==> src/hw/mbmac_map.svh <==
// Purpose: Address map and fixed figures of the memory access control block
// Assumes: 21-bit physical byte addresses, one byte per access
// Notes: Definitions only
`ifndef MBMAC_MAP_SVH
`define MBMAC_MAP_SVH
`define MBMAC_ROM_BASE 21'h000000
`define MBMAC_ROM_SIZE 21'h02e000
`define MBMAC_FLASH_BASE 21'h040000
`define MBMAC_FLASH_SIZE 21'h130000
`define MBMAC_FLASH_RSVD 21'h008000
`define MBMAC_EE_BASE 21'h180000
`define MBMAC_EE_SIZE 21'h020000
`define MBMAC_EE_RSVD 21'h000300
`define MBMAC_MANUF_BASE 21'h19fd00
`define MBMAC_MANUF_SIZE 21'h000300
`define MBMAC_MANUF_BLK_SH 6
`define MBMAC_RAM_BASE 21'h1c0000
`define MBMAC_RAM_RSVD 21'h000200
`define MBMAC_GP_OFS 21'h000200
`define MBMAC_GP_SIZE 21'h007e00
`define MBMAC_SHR_OFS 21'h008000
`define MBMAC_SHR_SIZE 21'h000a80
`define MBMAC_SFR_BASE 21'h1f0000
`define MBMAC_SFR_HW_BIT 7
`endif

==> src/hw/mbmac_pkg.sv <==
// Purpose: Types of the memory access control block
// Assumes: Addresses are physical byte addresses
// Notes: Constants live in mbmac_map.svh
package mbmac_pkg;
  typedef enum logic [4:0] {
    MODE_BOOT = 5'h01,
    MODE_TEST = 5'h02,
    MODE_FW = 5'h04,
    MODE_SYS = 5'h08,
    MODE_USER = 5'h10
  } mbmac_mode_t;
  typedef enum logic [1:0] {ACC_READ = 2'h0, ACC_WRITE = 2'h1, ACC_EXEC = 2'h2} mbmac_acc_t;
  typedef enum logic [1:0] {SPC_MEM = 2'h0, SPC_SFR = 2'h1, SPC_EXT = 2'h2} mbmac_spc_t;
  typedef enum logic [1:0] {EP_SWP = 2'h0, EP_EXT = 2'h1, EP_OTHER = 2'h2} mbmac_ep_t;
  typedef struct packed {
    logic valid;
    mbmac_acc_t acc;
    mbmac_spc_t spc;
    logic [20:0] addr;
    logic [7:0] wdata;
  } mbmac_req_t;
  typedef struct packed {
    logic done;
    logic viol;
    logic [7:0] rdata;
  } mbmac_rsp_t;
  typedef struct packed {
    logic valid;
    logic we;
    logic [20:0] addr;
    logic [7:0] wdata;
  } mbmac_cmd_t;
  typedef struct packed {
    logic valid;
    logic we;
    logic [11:0] ofs;
    logic [7:0] wdata;
  } mbmac_cop_t;
  typedef struct packed {
    logic valid;
    mbmac_ep_t src;
    mbmac_ep_t dst;
    logic [14:0] xofs;
  } mbmac_fdcm_t;
  typedef struct packed {
    logic en;
    logic xmap;
    logic [20:0] base;
    logic [20:0] size;
    logic [20:0] phys;
    logic rd;
    logic wr;
    logic ex;
  } mbmac_seg_t;
  typedef struct packed {
    logic hit;
    logic rd;
    logic wr;
    logic ex;
    logic [20:0] phys;
  } mbmac_hit_t;
endpackage

==> src/hw/mbmac_seg_match.sv <==
// Purpose: Software segment lookup for user mode accesses
// Assumes: Segments do not need to be disjoint
// Notes: Lowest matching segment wins; combinational
`timescale 1ns/1ns
`default_nettype none
module mbmac_seg_match #(
  parameter int NSEG = 8
) (
  // Lookup
  input wire logic [20:0] addr,
  input wire logic ext_data,
  input wire mbmac_pkg::mbmac_seg_t [NSEG-1:0] seg_cfg,
  // Result
  output var mbmac_pkg::mbmac_hit_t res
);
  logic [NSEG-1:0] hit;
  logic [NSEG-1:0][20:0] rel;
  genvar g;
  generate
    for (g = 0; g < NSEG; g++)
    begin : g_seg
      // Mapping segments serve only the virtual range, plain ones only physical
      assign rel[g] = addr - seg_cfg[g].base;
      assign hit[g] = seg_cfg[g].en && (seg_cfg[g].xmap == ext_data) &&
                      (addr >= seg_cfg[g].base) && (rel[g] < seg_cfg[g].size);
    end
  endgenerate
  always_comb
  begin
    res = '0;
    for (int i = NSEG - 1; i >= 0; i--)
    begin
      if (hit[i])
      begin
        res.hit = 1'b1;
        res.rd = seg_cfg[i].rd;
        res.wr = seg_cfg[i].wr;
        res.ex = seg_cfg[i].ex;
        res.phys = ext_data ? seg_cfg[i].phys + rel[i] : addr;
      end
    end
  end
endmodule // mbmac_seg_match
`default_nettype wire

==> src/hw/mbmac_top.sv <==
// Purpose: Mode based memory and register access control
// Assumes: CPU keeps one request outstanding until cpu_rsp_q.done
// Notes: Overview of operation below
`include "mbmac_map.svh"
`timescale 1ns/1ns
`default_nettype none
module mbmac_top #(
  parameter int NSEG = 8
) (
  // Clock and reset
  input wire logic clk,
  input wire logic rst,
  input wire logic ce,
  // Mode and configuration
  input wire mbmac_pkg::mbmac_mode_t cpu_mode,
  input wire mbmac_pkg::mbmac_seg_t [NSEG-1:0] seg_cfg,
  input wire logic [7:0] sfr_grant,
  input wire logic fw_check_en,
  input wire logic [11:0] manuf_open,
  // CPU side
  input wire mbmac_pkg::mbmac_req_t cpu_req,
  output var mbmac_pkg::mbmac_rsp_t cpu_rsp_q,
  output var logic exc_violation_q,
  // Memory side
  output var mbmac_pkg::mbmac_cmd_t mem_cmd_q,
  input wire logic mem_rvalid,
  input wire logic [7:0] mem_rdata,
  // Coprocessor shared RAM
  input wire mbmac_pkg::mbmac_cop_t cop_req,
  output var mbmac_pkg::mbmac_cmd_t shr_cmd_q,
  // Copy engine
  input wire mbmac_pkg::mbmac_fdcm_t fdcm_req,
  output var logic fdcm_grant_q,
  output var logic fdcm_deny_q,
  output var logic [20:0] fdcm_addr_q
);
  function automatic logic in_rng(input logic [20:0] a, input logic [20:0] b,
                                  input logic [20:0] s);
    logic [20:0] r;
    r = a - b;
    return (a >= b) && (r < s);
  endfunction

  // Mode decode
  wire logic is_boot = (cpu_mode == mbmac_pkg::MODE_BOOT);
  wire logic is_test = (cpu_mode == mbmac_pkg::MODE_TEST);
  wire logic is_fw = (cpu_mode == mbmac_pkg::MODE_FW);
  wire logic is_sys = (cpu_mode == mbmac_pkg::MODE_SYS);
  wire logic is_user = (cpu_mode == mbmac_pkg::MODE_USER);
  wire logic is_rd = (cpu_req.acc == mbmac_pkg::ACC_READ);
  wire logic is_wr = (cpu_req.acc == mbmac_pkg::ACC_WRITE);
  wire logic is_ex = (cpu_req.acc == mbmac_pkg::ACC_EXEC);
  wire logic sp_sfr = (cpu_req.spc == mbmac_pkg::SPC_SFR);
  wire logic sp_x = (cpu_req.spc == mbmac_pkg::SPC_EXT);
  wire logic [20:0] sfr_phys = `MBMAC_SFR_BASE + {13'h0, cpu_req.addr[7:0]};

  // Extended data translation
  wire logic [20:0] gp_base = `MBMAC_RAM_BASE + `MBMAC_GP_OFS;
  wire logic [20:0] x_fix = gp_base + cpu_req.addr;
  wire logic x_fix_ok = (cpu_req.addr < `MBMAC_GP_SIZE);
  mbmac_pkg::mbmac_hit_t seg;
  mbmac_seg_match #(
    .NSEG(NSEG)
  ) u_seg (
    .addr(sp_sfr ? sfr_phys : cpu_req.addr),
    .ext_data(sp_x),
    .seg_cfg(seg_cfg),
    .res(seg)
  );
  // Software mapping applies only to user mode; the rest see fixed RAM
  wire logic x_ok = is_user ? seg.hit : x_fix_ok;
  wire logic [20:0] x_phys = is_user ? seg.phys : x_fix;
  wire logic [20:0] eff = sp_x ? x_phys :
                          sp_sfr ? sfr_phys :
                          cpu_req.addr;

  // Region decode
  wire logic r_rom = !sp_sfr && in_rng(eff, `MBMAC_ROM_BASE, `MBMAC_ROM_SIZE);
  wire logic r_fl = !sp_sfr && in_rng(eff, `MBMAC_FLASH_BASE, `MBMAC_FLASH_SIZE);
  wire logic r_ee = !sp_sfr && in_rng(eff, `MBMAC_EE_BASE, `MBMAC_EE_SIZE);
  wire logic r_ram = !sp_sfr &&
    in_rng(eff, `MBMAC_RAM_BASE, `MBMAC_SHR_OFS + `MBMAC_SHR_SIZE);
  wire logic r_rsvd = r_rom ||
    in_rng(eff, `MBMAC_FLASH_BASE, `MBMAC_FLASH_RSVD) ||
    in_rng(eff, `MBMAC_EE_BASE, `MBMAC_EE_RSVD) ||
    in_rng(eff, `MBMAC_RAM_BASE, `MBMAC_RAM_RSVD);
  wire logic r_man = in_rng(eff, `MBMAC_MANUF_BASE, `MBMAC_MANUF_SIZE);
  wire logic r_app = (r_fl || r_ee || r_ram) && !r_rsvd && !r_man;
  wire logic r_appnv = (r_fl || r_ee) && !r_rsvd;
  wire logic [20:0] man_rel = eff - `MBMAC_MANUF_BASE;
  wire logic [3:0] man_blk = man_rel[`MBMAC_MANUF_BLK_SH+3:`MBMAC_MANUF_BLK_SH];
  wire logic man_open = (man_blk < 4'hc) && manuf_open[man_blk];
  wire logic sfr_hw = sp_sfr && cpu_req.addr[`MBMAC_SFR_HW_BIT];
  wire logic sfr_core = sp_sfr && !cpu_req.addr[`MBMAC_SFR_HW_BIT];
  wire logic sfr_ok = sfr_grant[cpu_req.addr[6:4]];
  wire logic seg_perm = seg.hit && ((is_rd && seg.rd) || (is_wr && seg.wr) ||
                        (is_ex && seg.ex));
  wire logic x_bad = sp_x && !x_ok;

  // Per-mode decisions
  wire logic ok_test = r_rom || r_fl || r_ee || r_ram || sp_sfr;
  wire logic ok_boot = r_rsvd || sp_sfr;
  wire logic ok_fw = r_rsvd || r_man || sfr_core || (sfr_hw && sfr_ok) ||
                     (r_appnv && !r_man && is_rd && fw_check_en);
  wire logic ok_sys = r_app || sp_sfr || (r_man && is_rd && man_open);
  wire logic ok_user = (r_app && seg_perm) ||
                       (r_man && is_rd && man_open && seg_perm) ||
                       (sfr_hw && sfr_ok && seg_perm);
  wire logic ok_mode = is_test ? ok_test : is_boot ? ok_boot : is_fw ? ok_fw :
                       is_sys ? ok_sys : is_user && ok_user;
  wire logic allow = ok_mode && !x_bad && !(sp_sfr && is_ex);
  wire logic req_go = ce && cpu_req.valid;

  // CPU path
  always_ff @(posedge clk or posedge rst)
  begin
    if (rst)
    begin
      mem_cmd_q <= '0;
      cpu_rsp_q <= '0;
      exc_violation_q <= 1'b0;
    end
    else if (ce)
    begin
      mem_cmd_q.valid <= cpu_req.valid && allow;
      mem_cmd_q.we <= is_wr;
      mem_cmd_q.addr <= eff;
      mem_cmd_q.wdata <= cpu_req.wdata;
      // Refused reads return zero so no protected byte reaches the CPU
      cpu_rsp_q.done <= (cpu_req.valid && !(allow && !is_wr)) || mem_rvalid;
      cpu_rsp_q.viol <= cpu_req.valid && !allow;
      cpu_rsp_q.rdata <= mem_rvalid ? mem_rdata : 8'h00;
      exc_violation_q <= cpu_req.valid && !allow;
    end
  end

  // Coprocessor path bypasses every mode check by design
  wire logic cop_in = (cop_req.ofs < `MBMAC_SHR_SIZE);
  wire logic [20:0] cop_addr = `MBMAC_RAM_BASE + `MBMAC_SHR_OFS + {9'h000, cop_req.ofs};
  always_ff @(posedge clk or posedge rst)
  begin
    if (rst)
      shr_cmd_q <= '0;
    else if (ce)
    begin
      shr_cmd_q.valid <= cop_req.valid && cop_in;
      shr_cmd_q.we <= cop_req.we;
      shr_cmd_q.addr <= cop_addr;
      shr_cmd_q.wdata <= cop_req.wdata;
    end
  end

  // Copy engine
  wire logic fd_pair = ((fdcm_req.src == mbmac_pkg::EP_SWP) &&
                        (fdcm_req.dst == mbmac_pkg::EP_EXT)) ||
                       ((fdcm_req.src == mbmac_pkg::EP_EXT) &&
                        (fdcm_req.dst == mbmac_pkg::EP_SWP));
  wire logic fd_ok = fd_pair && (fdcm_req.xofs < `MBMAC_GP_SIZE);
  always_ff @(posedge clk or posedge rst)
  begin
    if (rst)
    begin
      fdcm_grant_q <= 1'b0;
      fdcm_deny_q <= 1'b0;
      fdcm_addr_q <= '0;
    end
    else if (ce)
    begin
      fdcm_grant_q <= fdcm_req.valid && fd_ok;
      fdcm_deny_q <= fdcm_req.valid && !fd_ok;
      fdcm_addr_q <= gp_base + {6'h00, fdcm_req.xofs};
    end
  end
endmodule // mbmac_top
`default_nettype wire

==> config.mk <==
export PLATFORM = sky130hd
export DESIGN_NAME = mbmac_top
export DESIGN_NICKNAME = d
export VERILOG_FILES = /design/src/hw/mbmac_pkg.sv /design/src/hw/mbmac_seg_match.sv /design/src/hw/mbmac_top.sv
export VERILOG_INCLUDE_DIRS = /design/src /design/src/hw
export SDC_FILE = /design/constraint.sdc
export NUM_CORES = 1
export LEC_CHECK = 0
export ABC_AREA = 1
export ABC_CLOCK_PERIOD_IN_PS = 4750
export BUFFER_PORTS_ARGS = -buffer_cell sky130_fd_sc_hd__buf_2
export CORE_AREA = 2 2 297 299
export CTS_CLUSTER_DIAMETER = 120
export DETAILED_ROUTE_END_ITERATION = 6
export DIE_AREA = 0 0 299 301
export HOLD_SLACK_MARGIN = 0.02
export SYNTH_ARGS = -nofsm -noshare
export SYNTH_HDL_FRONTEND = slang
export SYNTH_HIERARCHICAL = 1
export SYNTH_SLANG_ARGS = --single-unit
==> constraint.sdc <==
create_clock -name clk -period 4.75 [get_ports clk]
set_input_delay 0.95 -clock clk [delete_from_list [all_inputs] [get_ports clk]]
set_output_delay 0.95 -clock clk [all_outputs]
set_load 0.01 [all_outputs]
==> reports/metrics.cfg <==
[sta]
fmax_ghz = 0.154
rsz0062_at_grt = yes
clock_skew_ns = 0
slew_headroom_pct = 48.4
hold_violations = 0
finalCriticalPeriod_ns = 6.50
slew_viol_final = 0
setup_ws_ns = -1.75
worst_pin_slew_ns = 0.774
setup_violations = 24
fin_crit_sh_pct = 137
tns_ns = -20.31

[synth]
syn-instance-count = 4821
synth_edf_count = 0
synth.most_common_cell = nand2_1
ys_ff_latch = 82
ys_seq_area_share_pct = 7.13
synth_ff_type = dfrtp_1
synthDominantCellAreaShare_pct = 21.5
synthTopCellsByArea = ha_1 22%, nand2_1 16%, inv_1 9.3%, a21oi_1 8.8%, dfrtp_1 7.1%
yosys_warnings = 6
syn_area_per_cell_um2 = 5.97
synth_top_area_cell = ha_1
netlist_area_um2 = 28800
synth_common_cells = 1209 x nand2_1, 717 x inv_1, 506 x a21oi_1
asyncSetResetFlopFracSynth_pct = 100
yosysUniqueCellTypes = 67

[global_routing]
gr-usage-all-layers_pct = 34.4
grt_pass1_vias = 40200
grt_pass1_wl_um = 236000
overflow = 0
antenna_found_initial = 13
grt_max_degree = 64

[power_and_ir_drop]
power_density_nw_per_um2 = 259
total_power_mw = 12.9
ir_drop_uv = 198
p_leak_nw = 27.4

[critical_path]
endpoint_kind = flip-flop
r2r_end = shr_cmd_q[26]$_DFFE_PP0P_
rrSetupSlack_ns = 3.89
critPathKind = in2reg
cp-start-kind = input port
crit_path_max_fanout = 7
critPathCapture = exc_violation_q$_DFFE_PP0P_
crit_start = cpu_req[29]
crit_arrival_ns = 6.73
reg2regPathDepth = 1
cpPeakStageDelay_ns = 0.32
reg2reg_from = shr_cmd_q[26]$_DFFE_PP0P_
timing.critical_path.mode_cell = nand2_1
cp.required_ns = 4.99
slowest_stage = ha_4

[layout]
fillerInstances = 8531
regArea_um2 = 2050
drive_gt1_share_pct = 42.6
final_nets = 8166
multiInputGateArea_um2 = 27100
area_growth_pct = 72.7
final_core_util_pct = 57.5

[clock_tree]
tritoncts = built
clock_latency_ns = 0.34
cts.path.max_buffers = 2
clk_pin_slew_worst_paths_ns = 0.07
clkSinkCount = 82
cts_htree_levels = 3
cts_root_buffer = clkbuf_16
cts_buffers = 9

[die]
die_area_um2 = 90000
io-pin-count = 754
start_util_pct = 33.3
num_rows = 108
coreArea_um2 = 86500
die_h_um = 301
die_w_um = 299

[routing]
drtAntennaViolNets = 0
wire_per_inst_um = 20.2
drtIter0Drc = 3243
route.detailed.drc = 0
dr_total_vias = 41400
drt_wl_total_um = 165000
first_pass_iters = 5
via_per_inst = 5.07

[placed_design]
dp_slack_ns = -2.48
port_buffers = 746
gp_congestion = 1.03
dpl.hpwl_um = 140000

[outcome]
violations = negative setup slack
outcome = finished with violations

[flow_run]
cap_violations = 0

[hold_path]
hp-class = reg2reg

worst max-delay path: cells and delay by family:
family                     cells  cell delay (ns)
AOI/OAI and AO/OA              5             0.63
xor gates and xnor gates       1             0.16
adders and majority gates      3             0.74
buffers and inverters         15             1.48
and+or+nand+nor               37             2.75
flip-flops by register name (all words and copies together) (netlist names):
signal           flops
fdcm_addr_q         16
fdcm_deny_q          1
mem_cmd_q           31
fdcm_grant_q         1
exc_violation_q      1
shr_cmd_q           23
cpu_rsp_q            9
where the power goes:
| group | internal [mW] | total, mW | switching (mW) |
|---|---|---|---|
| sequential | 0.761 | 0.796 | 0.0352 |
| clock | 0.371 | 0.704 | 0.333 |
| combinational | 5.39 | 11.4 | 5.98 |
| total | 6.52 | 12.9 | 6.35 |
final cells by class:
class	count	share of cell area, %
antenna	9	0.0453
multi-input combinational	3925	54.5
clock buffer	9	0.453
tap	1155	2.91
timing repair buffer	2248	32.2
clock inverter	7	0.148
inverter	731	5.63
sequential	82	4.13
metal layers:
metal  part of all wire, %  track usage, %
met2                    46            57.5
met4                   5.8            15.8
met5                0.0079               0
met3                   5.8            3.51
met1                    43            44.4
cells in the final DEF, fill, tap and decap left out, types with 40 or more instances in the layout:
cell type  count
nand3_2       56
inv_1        686
o211ai_1      40
nor2_2        50
o21ai_2       41
ha_1         406
a21oi_2       98
nand2_2      118
ha_4          81
buf_6         69
nand2_1     1087
buf_12        52
dfrtp_1       82
nand4_1       80
nor2_1       306
xnor2_1       72
a21oi_1      402
o21ai_1       67
buf_2        742
buf_4       1376
nand3_1      246
o21ai_0      216
a21o_1        44
xor2_1       113
logic make-up (layout without fill, tap and decap cells):
| family | count (synthesis) | count (layout) | synth area share [%] |
|---|---|---|---|
| flops | 82 | 82 | 7.13 |
| compound gates | 1064 | 1064 | 20.5 |
| other cells | 1 | 16 | 0.0130 |
| simple gates | 2110 | 2111 | 31.3 |
| buf+inv | 821 | 2995 | 11.3 |
| xor+xnor | 231 | 231 | 7.07 |
| fa+ha+maj | 511 | 511 | 22.6 |
| mux | 1 | 1 | 0.0348 |
per-stage QoR:
stage / cells / cell area [µm²] / hold WS, ns
2_1_floorplan: 4827 / 29100 / 0.509
3_3_place_gp: 7972 / 44300 / 0.450
3_5_place_dp: 7972 / 44300 / 0.453
4_1_cts: 8111 / 47600 / 0.471
5_1_grt: 8162 / 49700 / 0.486
6_report: 8166 / 49700 / 0.467
worst min-delay path by stage:
stage,startpoint,to,slack (ns),depth (start not counted)
4_1_cts,mem_cmd_q[6]$_DFFE_PP0P_,mem_cmd_q[6]$_DFFE_PP0P_,0.47,2
3_3_place_gp,fdcm_addr_q[0]$_DFFE_PP0P_,fdcm_addr_q[0]$_DFFE_PP0P_,0.45,2
6_report,shr_cmd_q[10]$_DFFE_PP0P_,shr_cmd_q[10]$_DFFE_PP0P_,0.47,2
2_1_floorplan,fdcm_addr_q[0]$_DFFE_PP0P_,fdcm_addr_q[0]$_DFFE_PP0P_,0.51,2
5_1_grt,mem_cmd_q[2]$_DFFE_PP0P_,mem_cmd_q[2]$_DFFE_PP0P_,0.49,2
3_5_place_dp,fdcm_addr_q[4]$_DFFE_PP0P_,fdcm_addr_q[4]$_DFFE_PP0P_,0.45,2
timing repair:
action / 4_1_cts / 5_1_grt
setup buffers: 121 / 47
hold buffers: 0 / 0
endpoints found under the setup margin: 24 / 24
gates cloned: 4 / 1
pin swaps: 174 / 229
gates resized for setup: 460 / 397
hold endpoints to repair: 0 / 0
Power figures use the tool's default switching activity.
